<file path="config.mk">
export PLATFORM = sky130hd
export DESIGN_NAME = rcrs_core
export DESIGN_NICKNAME = d
export VERILOG_FILES = /design/src/core/rcrs_pkg.sv /design/src/core/rcrs_core.sv
export VERILOG_INCLUDE_DIRS = /design/src /design/src/core
export SDC_FILE = /design/constraint.sdc
export NUM_CORES = 1
export LEC_CHECK = 0
export ABC_AREA = 1
export BUFFER_PORTS_ARGS = -buffer_cell sky130_fd_sc_hd__buf_2
export CAP_MARGIN = 20
export CORE_UTILIZATION = 38
export DETAILED_ROUTE_END_ITERATION = 7
export PLACE_DENSITY = 0.64
export SKIP_CTS_REPAIR_TIMING = 1
export SYNTH_ARGS = -nofsm -noshare
export SYNTH_HDL_FRONTEND = slang
export SYNTH_SLANG_ARGS = --single-unit
</file>
<file path="constraint.sdc">
create_clock -name clk -period 9.15 [get_ports clk]
set_clock_uncertainty 0.15 [all_clocks]
set_input_delay 1.3725 -clock clk [delete_from_list [all_inputs] [get_ports clk]]
set_output_delay 1.3725 -clock clk [all_outputs]
set_load 0.005 [all_outputs]
</file>
<file path="src/core/rcrs_regs.svh">
// Register offsets, field positions, reset values and timing counts of the
// real-time counter register set.
// Assumes it is included by bare name; it holds definitions only.
`ifndef RCRS_REGS_SVH
`define RCRS_REGS_SVH

// ----------------------------------------------------------------------------
// Register offsets
// ----------------------------------------------------------------------------
`define RCRS_OFS_CTRL    4'h0
`define RCRS_OFS_STATUS  4'h1
`define RCRS_OFS_IRQEN   4'h2
`define RCRS_OFS_IRQPEND 4'h3
`define RCRS_OFS_STAGE   4'h4
`define RCRS_OFS_HALT    4'h5
`define RCRS_OFS_TRIM    4'h6
`define RCRS_OFS_SRC     4'h7
`define RCRS_OFS_CNT_L   4'h8
`define RCRS_OFS_CNT_H   4'h9
`define RCRS_OFS_PER_L   4'ha
`define RCRS_OFS_PER_H   4'hb
`define RCRS_OFS_CMP_L   4'hc
`define RCRS_OFS_CMP_H   4'hd

// ----------------------------------------------------------------------------
// Field positions
// ----------------------------------------------------------------------------
`define RCRS_BIT_WRAP      0
`define RCRS_BIT_MATCH     1
`define RCRS_CH_CTRL       0
`define RCRS_CH_CNT        1
`define RCRS_CH_PER        2
`define RCRS_CH_CMP        3
`define RCRS_CTRL_EN       0
`define RCRS_CTRL_CORR     2
`define RCRS_CTRL_PRE_LSB  3
`define RCRS_CTRL_PRE_MSB  6
`define RCRS_TRIM_SIGN     7

// ----------------------------------------------------------------------------
// Reset values and timing counts
// ----------------------------------------------------------------------------
`define RCRS_RST_BYTE    8'h00
`define RCRS_RST_CNT     16'h0000
`define RCRS_RST_PER     16'hffff
`define RCRS_RST_CMP     16'h0000
`define RCRS_SYNC_TICKS  2'h2
`define RCRS_SLOW_DIV    5'h1f
`define RCRS_CORR_WINDOW 1000000

`endif

</file>
<file path="src/core/rcrs_pkg.sv">
// Types shared by the real-time counter register set.
// Assumes rcrs_regs.svh is reachable on the include path.
package rcrs_pkg;

	// ------------------------------------------------------------------------
	// Register port and counter clock sources
	// ------------------------------------------------------------------------
	typedef struct packed {
		logic [3:0] addr;
		logic [7:0] wdata;
		logic       wr;
		logic       rd;
	} rcrs_bus_s;

	typedef enum logic [1:0] {
		RCRS_SRC_SLOW     = 2'h0,
		RCRS_SRC_SLOW_DIV = 2'h1,
		RCRS_SRC_CRYSTAL  = 2'h2,
		RCRS_SRC_EXT      = 2'h3
	} rcrs_src_e;

	// ------------------------------------------------------------------------
	// State pieces
	// ------------------------------------------------------------------------
	typedef struct packed {
		logic        busy;
		logic [1:0]  left;
		logic [15:0] val;
	} rcrs_sync_s;

	typedef struct packed {
		logic [2:0] sh;
		logic       lvl;
	} rcrs_pin_s;

	typedef struct packed {
		rcrs_pin_s  [2:0] pins;
		logic [4:0]       slow_div;
		logic [7:0]       ctrl;
		logic [7:0]       ctrl_eff;
		logic [1:0]       irq_en;
		logic [1:0]       pend;
		logic [7:0]       stage;
		logic             run_halted;
		logic [7:0]       trim;
		rcrs_src_e        src;
		logic [15:0]      count;
		logic [15:0]      per_w;
		logic [15:0]      per_eff;
		logic [15:0]      cmp_w;
		logic [15:0]      cmp_eff;
		rcrs_sync_s [3:0] sync;
		logic [15:0]      presc;
		logic [19:0]      ppm;
		logic [7:0]       rdata;
		logic             irq_match;
		logic             irq_wrap;
	} rcrs_state_s;

endpackage : rcrs_pkg

</file>
<file path="src/core/rcrs_core.sv">
// Register set and counting logic of a 16-bit real-time counter.
// Assumes a single 50 MHz clock, a synchronous active-high reset, and that
// the counter clock sources arrive as slow asynchronous pins.
//
// How it works
// [RULE_01] Busy bits 3..0 flag compare, period, count, control values in transit.
// [RULE_02] Enable bit 1 gates the compare match request.
// [RULE_03] Enable bit 0 gates the wrap request.
// [RULE_04] Pending bit 1 sets when the count equals the match value.
// [RULE_05] At the limit the count wraps to zero and pending bit 0 sets.
// [RULE_06] Writing one clears a pending bit; writing zero leaves it.
// [RULE_07] One shared byte stages the other half of every 16-bit access.
// [RULE_08] Halted without run-while-halted, the counter freezes and ignores ticks.
// [RULE_09] Trim bit 7 picks slower (0) or faster (1) correction.
// [RULE_10] Software must use at least divide-by-two with faster correction.
// [RULE_11] Trim bits 6..0 give correction clocks per million counter clocks.
// [RULE_12] Source select picks slow oscillator, its divided form, crystal, pin.
// [RULE_13] Count resets to zero; low byte at base, high byte at base+1.
// [RULE_14] A count write lands two counter clocks later; busy shows it.
// [RULE_15] Limit resets to all ones; low byte at base, high byte at base+1.
// [RULE_16] A limit write lands two counter clocks later; busy shows it.
// [RULE_17] Prescaler field divides the counter clock by two to its value.
// [RULE_18] Correction applies only while the correction enable is set.
// [RULE_19] A request stands while flag and enable are both set.
// [RULE_20] Enabled, the count steps once per prescaled tick; else it holds.
//
// The plain strobed port was chosen for this implementation.
`include "rcrs_regs.svh"

module rcrs_core #(
	parameter int CORR_WINDOW = `RCRS_CORR_WINDOW
) (
	input  wire logic              clk,
	input  wire logic              rst,
	input  wire rcrs_pkg::rcrs_bus_s bus,
	output logic [7:0]             rdata,
	input  wire logic              debug_halt,
	input  wire logic              osc_pin,
	input  wire logic              xtal_pin,
	input  wire logic              ext_pin,
	output logic                   irq_match,
	output logic                   irq_wrap
);
	import rcrs_pkg::*;

	// ------------------------------------------------------------------------
	// Helpers
	// ------------------------------------------------------------------------

	// Loads a channel with a value to carry into the counter domain.
	function automatic rcrs_sync_s start_sync(input logic [15:0] v);
		rcrs_sync_s s;
		s.busy = 1'b1;
		s.left = `RCRS_SYNC_TICKS;
		s.val  = v;
		return s;
	endfunction : start_sync

	// Highest prescaler position before a tick: two to the select, less one.
	function automatic logic [15:0] presc_term(input logic [3:0] sel);
		return 16'((17'h1 << sel) - 17'h1);
	endfunction : presc_term

	rcrs_state_s st_r;
	rcrs_state_s st_nxt;
	logic [2:0]  rise;
	logic        cclk;
	logic        run;
	logic        tick;
	logic        corr_on;
	logic [1:0]  inc;
	logic [16:0] psum;
	logic [15:0] term;
	logic [15:0] next_cnt;
	logic        wrap_hit;
	logic        match_hit;

	// ------------------------------------------------------------------------
	// Next state
	// ------------------------------------------------------------------------

	// The pins are slow clocks from outside; each passes three flops and an
	// edge counts only once the second and third agree, so a glitch that lasts
	// a single system clock is never taken as a counter clock.
	always_comb begin
		st_nxt    = st_r;
		rise      = 3'h0;
		cclk      = 1'b0;
		run       = 1'b0;
		tick      = 1'b0;
		corr_on   = 1'b0;
		inc       = 2'h1;
		psum      = 17'h0;
		term      = 16'h0;
		next_cnt  = st_r.count;
		wrap_hit  = 1'b0;
		match_hit = 1'b0;

		for (int i = 0; i < 3; i++) begin
			st_nxt.pins[i].sh = {st_r.pins[i].sh[1:0],
				i == 0 ? osc_pin : (i == 1 ? xtal_pin : ext_pin)};
			if (st_r.pins[i].sh[1] == st_r.pins[i].sh[2]) begin
				st_nxt.pins[i].lvl = st_r.pins[i].sh[2];
				rise[i] = st_r.pins[i].sh[2] & ~st_r.pins[i].lvl;
			end
		end

		// The divided slow source gives one edge per 32 oscillator edges.
		if (rise[0]) begin
			st_nxt.slow_div = st_r.slow_div + 5'h1;
		end

		unique case (st_r.src) // see [RULE_12]
			RCRS_SRC_SLOW:     cclk = rise[0];
			RCRS_SRC_SLOW_DIV: cclk = rise[0] &&
				st_r.slow_div == `RCRS_SLOW_DIV;
			RCRS_SRC_CRYSTAL:  cclk = rise[1];
			RCRS_SRC_EXT:      cclk = rise[2];
		endcase

		// Halted without run-while-halted, the whole counter domain freezes, transfers too.
		run = cclk & ~(debug_halt & ~st_r.run_halted); // see [RULE_08]

		// Register port: reads answer in the next cycle only, zero otherwise.
		st_nxt.rdata = 8'h00;
		if (bus.rd) begin
			unique case (bus.addr)
				`RCRS_OFS_CTRL:    st_nxt.rdata = st_r.ctrl;
				`RCRS_OFS_STATUS:  st_nxt.rdata = {4'h0, // see [RULE_01]
					st_r.sync[3].busy, st_r.sync[2].busy,
					st_r.sync[1].busy, st_r.sync[0].busy};
				`RCRS_OFS_IRQEN:   st_nxt.rdata = {6'h0, st_r.irq_en};
				`RCRS_OFS_IRQPEND: st_nxt.rdata = {6'h0, st_r.pend};
				`RCRS_OFS_STAGE:   st_nxt.rdata = st_r.stage;
				`RCRS_OFS_HALT:    st_nxt.rdata = {7'h0, st_r.run_halted};
				`RCRS_OFS_TRIM:    st_nxt.rdata = st_r.trim;
				`RCRS_OFS_SRC:     st_nxt.rdata = {6'h0, st_r.src};
				`RCRS_OFS_CNT_L: begin // see [RULE_07] see [RULE_13]
					st_nxt.rdata = st_r.count[7:0];
					st_nxt.stage = st_r.count[15:8];
				end
				`RCRS_OFS_PER_L: begin // see [RULE_15]
					st_nxt.rdata = st_r.per_w[7:0];
					st_nxt.stage = st_r.per_w[15:8];
				end
				`RCRS_OFS_CMP_L: begin
					st_nxt.rdata = st_r.cmp_w[7:0];
					st_nxt.stage = st_r.cmp_w[15:8];
				end
				`RCRS_OFS_CNT_H,
				`RCRS_OFS_PER_H,
				`RCRS_OFS_CMP_H:   st_nxt.rdata = st_r.stage;
				default:           st_nxt.rdata = 8'h00;
			endcase
		end

		// A high-byte write joins the staged low byte, so the 16-bit value
		// moves in one piece and the counter never sees half an update.
		if (bus.wr) begin
			unique case (bus.addr)
				`RCRS_OFS_CTRL: begin
					st_nxt.ctrl = bus.wdata;
					st_nxt.sync[`RCRS_CH_CTRL] = start_sync({8'h0, bus.wdata});
				end
				`RCRS_OFS_IRQEN:   st_nxt.irq_en = bus.wdata[1:0];
				`RCRS_OFS_IRQPEND: begin
					st_nxt.pend = st_r.pend & ~bus.wdata[1:0]; // see [RULE_06]
				end
				`RCRS_OFS_STAGE:   st_nxt.stage = bus.wdata;
				`RCRS_OFS_HALT:    st_nxt.run_halted = bus.wdata[0];
				`RCRS_OFS_TRIM:    st_nxt.trim = bus.wdata;
				`RCRS_OFS_SRC:     st_nxt.src = rcrs_src_e'(bus.wdata[1:0]);
				`RCRS_OFS_CNT_L,
				`RCRS_OFS_PER_L,
				`RCRS_OFS_CMP_L:   st_nxt.stage = bus.wdata; // see [RULE_07]
				`RCRS_OFS_CNT_H: begin // see [RULE_14]
					st_nxt.sync[`RCRS_CH_CNT] =
						start_sync({bus.wdata, st_r.stage});
				end
				`RCRS_OFS_PER_H: begin // see [RULE_16]
					st_nxt.per_w = {bus.wdata, st_r.stage};
					st_nxt.sync[`RCRS_CH_PER] =
						start_sync({bus.wdata, st_r.stage});
				end
				`RCRS_OFS_CMP_H: begin
					st_nxt.cmp_w = {bus.wdata, st_r.stage};
					st_nxt.sync[`RCRS_CH_CMP] =
						start_sync({bus.wdata, st_r.stage});
				end
				default: begin
				end
			endcase
		end

		// Counter domain work happens only on a live counter clock edge.
		if (run) begin
			// Transfers: a value lands on the second edge after its write.
			// A write that comes while a transfer runs restarts it.
			for (int c = 0; c < 4; c++) begin
				// A channel restarted on this edge waits two further edges.
				if (st_r.sync[c].busy &&
					st_nxt.sync[c] == st_r.sync[c]) begin
					st_nxt.sync[c].left = st_nxt.sync[c].left - 2'h1;
					if (st_nxt.sync[c].left == 2'h0) begin
						st_nxt.sync[c].busy = 1'b0; // see [RULE_01]
					end
				end
			end

			// Correction spreads its clocks over the first slots of each
			// million-clock window; slots are cheap and need no divider.
			st_nxt.ppm = (st_r.ppm == 20'(CORR_WINDOW - 1)) ?
				20'h0 : st_r.ppm + 20'h1;
			corr_on = st_r.ctrl_eff[`RCRS_CTRL_CORR] && // see [RULE_18]
				{13'h0, st_r.trim[6:0]} > st_r.ppm; // see [RULE_11]
			if (corr_on) begin
				// Slower skips a step, faster takes two. see [RULE_09]
				inc = st_r.trim[`RCRS_TRIM_SIGN] ? 2'h2 : 2'h0;
			end

			// Faster correction relies on divide-by-two or more. see [RULE_10]
			term = presc_term(st_r.ctrl_eff[`RCRS_CTRL_PRE_MSB:
				`RCRS_CTRL_PRE_LSB]); // see [RULE_17]
			psum = {1'b0, st_r.presc} + {15'h0, inc};
			if (st_r.ctrl_eff[`RCRS_CTRL_EN]) begin // see [RULE_20]
				if (psum > {1'b0, term}) begin
					tick = 1'b1;
					st_nxt.presc = 16'(psum - {1'b0, term} - 17'h1);
				end else begin
					st_nxt.presc = psum[15:0];
				end
			end

			if (tick) begin
				wrap_hit = st_r.count == st_r.per_eff; // see [RULE_05]
				next_cnt = wrap_hit ? 16'h0 : st_r.count + 16'h1;
				match_hit = next_cnt == st_r.cmp_eff; // see [RULE_04]
				st_nxt.count = next_cnt;
			end

			// Landed values take over in the counter domain.
			if (st_r.sync[`RCRS_CH_CTRL].busy &&
				st_r.sync[`RCRS_CH_CTRL].left == 2'h1) begin
				st_nxt.ctrl_eff = st_r.sync[`RCRS_CH_CTRL].val[7:0];
			end
			if (st_r.sync[`RCRS_CH_CNT].busy &&
				st_r.sync[`RCRS_CH_CNT].left == 2'h1) begin
				st_nxt.count = st_r.sync[`RCRS_CH_CNT].val; // see [RULE_14]
			end
			if (st_r.sync[`RCRS_CH_PER].busy &&
				st_r.sync[`RCRS_CH_PER].left == 2'h1) begin
				st_nxt.per_eff = st_r.sync[`RCRS_CH_PER].val; // see [RULE_16]
			end
			if (st_r.sync[`RCRS_CH_CMP].busy &&
				st_r.sync[`RCRS_CH_CMP].left == 2'h1) begin
				st_nxt.cmp_eff = st_r.sync[`RCRS_CH_CMP].val;
			end
		end

		// Hardware sets come after the software clear so a set wins.
		if (wrap_hit) begin
			st_nxt.pend[`RCRS_BIT_WRAP] = 1'b1; // see [RULE_05]
		end
		if (match_hit) begin
			st_nxt.pend[`RCRS_BIT_MATCH] = 1'b1; // see [RULE_04]
		end

		// Requests follow flag and enable in the same cycle as the flag.
		st_nxt.irq_match = st_nxt.pend[`RCRS_BIT_MATCH] && // see [RULE_02]
			st_nxt.irq_en[`RCRS_BIT_MATCH]; // see [RULE_19]
		st_nxt.irq_wrap = st_nxt.pend[`RCRS_BIT_WRAP] && // see [RULE_03]
			st_nxt.irq_en[`RCRS_BIT_WRAP]; // see [RULE_19]
	end

	// ------------------------------------------------------------------------
	// State register
	// ------------------------------------------------------------------------

	// Reset loads constants only; the pin shifters restart from low.
	always_ff @(posedge clk) begin
		if (rst) begin
			st_r         <= '0;
			st_r.count   <= `RCRS_RST_CNT; // see [RULE_13]
			st_r.per_w   <= `RCRS_RST_PER; // see [RULE_15]
			st_r.per_eff <= `RCRS_RST_PER;
			st_r.cmp_w   <= `RCRS_RST_CMP;
			st_r.cmp_eff <= `RCRS_RST_CMP;
			st_r.stage   <= `RCRS_RST_BYTE;
		end else begin
			st_r <= st_nxt;
		end
	end

	assign rdata     = st_r.rdata;
	assign irq_match = st_r.irq_match;
	assign irq_wrap  = st_r.irq_wrap;
endmodule : rcrs_core

</file>
==> metrics.txt <==
fmax=about 170 MHz; IO buf count=29; n_diodes=0; post-synthesis cell type count=60; maxcap violations=0; Post-synth ARST share=0; Crit Path Max Fanout=23; status=finished, violations left; Final Hold Viols=0; critical path's slowest cell=ha_1; first-pass GRT wire length=just under 70,000 um; sequential area share after synthesis=0.370; share of cells above drive strength 1=0.0665; leakage=between 6 and 7 nW; synthesized area=13,900 um^2; P_sw=0.580 mW; Crit. Startpoint=st_r[13]; yosys warns=0; Inst Count DP=~2.5k; Worst path most repeated cell=nor2_1; number of remaining DRC errors=2; CTS Buf Count=29; number of synthesized flops with an enable pin=0; Via density=5.38; RSZ-0062 raised after global routing=false; minimum clock period=5.82 ns; hpwl dp=32,700 um; wirelength, routed=43,700 um; worst slew pin tran=just over 1 ns; delay-heaviest family, CP=simple AND/OR/NAND/NOR gates; clock share of power=0.503; failing checks=DRC; Flop pwr share=0.453; Critical Path Sink Type=register; Critical R2R Launch=st_r[13]; # nets final=2,083; Die ar.=between 30,000 and 40,000 um^2; Switching Fraction=0.230; cells after synthesis=2,044; critical path buffer and inverter count=3; Max VDD drop=0.132 mV; clock-pin slew on the worst setup and hold paths=0.06 ns; drt pass-1 iters=8; Synth-to-Final Area Change=9.99%; Site Rows=69; Syn Nets=2,101; Worst Hold Class=reg -> reg; Fillers=3,699; max-slew violations=0; Setup WS post-layout=3.33 ns; clk root buf=clkbuf_16; CTS tree=yes; WP data required=between 9 and 10 ns; final std cells w/o fill=~2.5k; hold path depth=2; Bufs on Longest Clock Path=3; Pint=1.94 mW; gpl congestion=0.964; routed len/inst=17.4 um; # setup viols final=0; FF-to-FF path depth=29; Initial Utilization=0.388; sequential cell area=5120 um^2; H-tree depth=1; Avg Cell Area, Syn=6.78 um^2; Final TNS setup=0 ns; startpoint types=register; relative slew slack=0.314; Overflow after GRT=0; commonest non-fill, non-tap cell in the layout=nand2_1; CP arrival=just over 6 ns; pre-CTS setup slack=around 3.4 ns; Pwr Density=166 nW/um^2; Tcrit/Tclk final=0.636; core area=35,700 um^2; chip height=193 um; Max stage delay on crit path=0.38 ns; commonest cells after routing, fill and taps aside=nand2_1, dfxtp_1, inv_1; number of DRC markers in iteration 0=roughly 1.3k; vias in the first global route=between 10k and 15k; Top FF cell, synth=dfxtp_1; worst skew pair latency=0.56 ns; Die Span X=slightly below 200 um; initial antenna violation count=1; Comb pwr share=0.045; Crit Path Class=reg -> reg; min-delay src=st_nxt[248]; antenna viol nets, final=0; largest net degree at the start of global routing=between 70 and 80; Tot GR Track Use=0.233; Synth Register Bits=256; critical path depth in cells=29; vias=13.5k; multi-input logic area=7290 um^2; reg2reg setup slack=3.33 ns; Clock Sinks=about 260; # IOs=30
==> power by group through the flow <==
stage               combinational, mW  clock (mW)  sequential (mW)
floorplan                      0.0753           0             1.16
global placement                0.108           0             1.17
detailed placement              0.110           0             1.17
CTS                             0.110        1.28             1.14
global route                    0.122        1.32             1.14
finish                          0.112        1.27             1.14
==> layer usage <==
layer,routed length (um),vias to the layer above,global-route usage
met1,19400,6280,0.322
met2,19600,458,0.369
met3,3630,87,0.0426
li1,-,6653,-
met5,13,-,0
met4,1090,2,0.0643
==> worst register-to-register path: cells and delay by family (launching register included) <==
kind / cells / cell delay (ns)
AND/OR/NAND/NOR: 18 / 2.61
flip-flops: 1 / 0.37
XOR/XNOR: 1 / 0.19
adder cells (fa/ha/maj): 3 / 1.01
AO/OA/AOI/OAI: 4 / 0.82
buffers and inverters: 3 / 0.59
==> cells in the mapped netlist, types with 2 or more instances <==
library cell	n	share of area
a311oi_1	8	0.0051
buf_4	12	0.0065
nor2_4	6	0.0049
a221oi_1	10	0.0063
clkinv_1	2	0.00054
nor3_1	36	0.013
nor4_4	2	0.0031
o22ai_1	25	0.011
a21boi_0	7	0.0038
o31ai_1	2	0.0011
fa_1	2	0.0029
o21ai_0	147	0.053
mux2i_1	2	0.0014
buf_6	7	0.0057
nor3_2	2	0.0014
ha_1	35	0.032
nand2_4	4	0.0033
buf_2	15	0.0054
o21ai_1	16	0.0058
nor2_1	246	0.067
o2111ai_1	4	0.0025
nand3b_1	12	0.0065
o221ai_1	2	0.0013
or2_2	6	0.0027
nand2_1	462	0.13
nand3_1	88	0.032
nand4_1	29	0.013
dfxtp_1	256	0.37
a21oi_1	154	0.056
inv_2	10	0.0027
clkbuf_1	45	0.012
o211ai_1	25	0.014
nand2_2	7	0.0032
xnor2_1	8	0.0051
xor2_1	33	0.021
a22o_1	2	0.0013
a211oi_1	9	0.0049
buf_1	7	0.0019
a31oi_1	8	0.0036
nor2_2	6	0.0027
nor4_1	13	0.0059
inv_1	254	0.069
==> sequential cells by signal, indices dropped and copies added (netlist names) <==
| register | count |
|---|---|
| irq_match | 1 |
| irq_wrap | 1 |
| rdata | 8 |
| st_nxt | 6 |
| st_r | 240 |
==> cell type report <==
class	instances	share of cell area
clock buffers	38	0.0531
clock inverters	13	0.0145
inverters	266	0.0655
multi-input cells	1435	0.478
flip-flops and latches	256	0.336
well taps	461	0.0379
repair buffers	38	0.0141
==> metrics by stage <==
| stage | cell area, um^2 | utilization | total power, mW | hold slack (ns) |
|---|---|---|---|---|
| 2_1_floorplan | 13900 | - | 1.23 | 0.238 |
| 3_3_place_gp | 14200 | 0.397 | 1.27 | 0.250 |
| 3_5_place_dp | 14200 | 0.397 | 1.27 | 0.249 |
| 4_1_cts | 15200 | 0.426 | 2.53 | 0.259 |
| 5_1_grt | 15200 | 0.426 | 2.59 | 0.271 |
| 6_report | 15200 | 0.426 | 2.52 | 0.252 |
==> cell families after synthesis <==
kind of cell | share of synthesized area
flip-flops | 0.370
XOR/XNOR | 0.0259
AND/OR/NAND/NOR | 0.290
other | 0.000271
AO/OA/AOI/OAI | 0.174
buffers and inverters | 0.104
adder cells (fa/ha/maj) | 0.0345
multiplexers | 0.00145
==> final timing paths <==
check | end
max reg2reg | st_r[189]
min reg2reg | st_nxt[249]
max | st_r[189]
min | st_nxt[249]
Power figures use the tool's default switching activity.
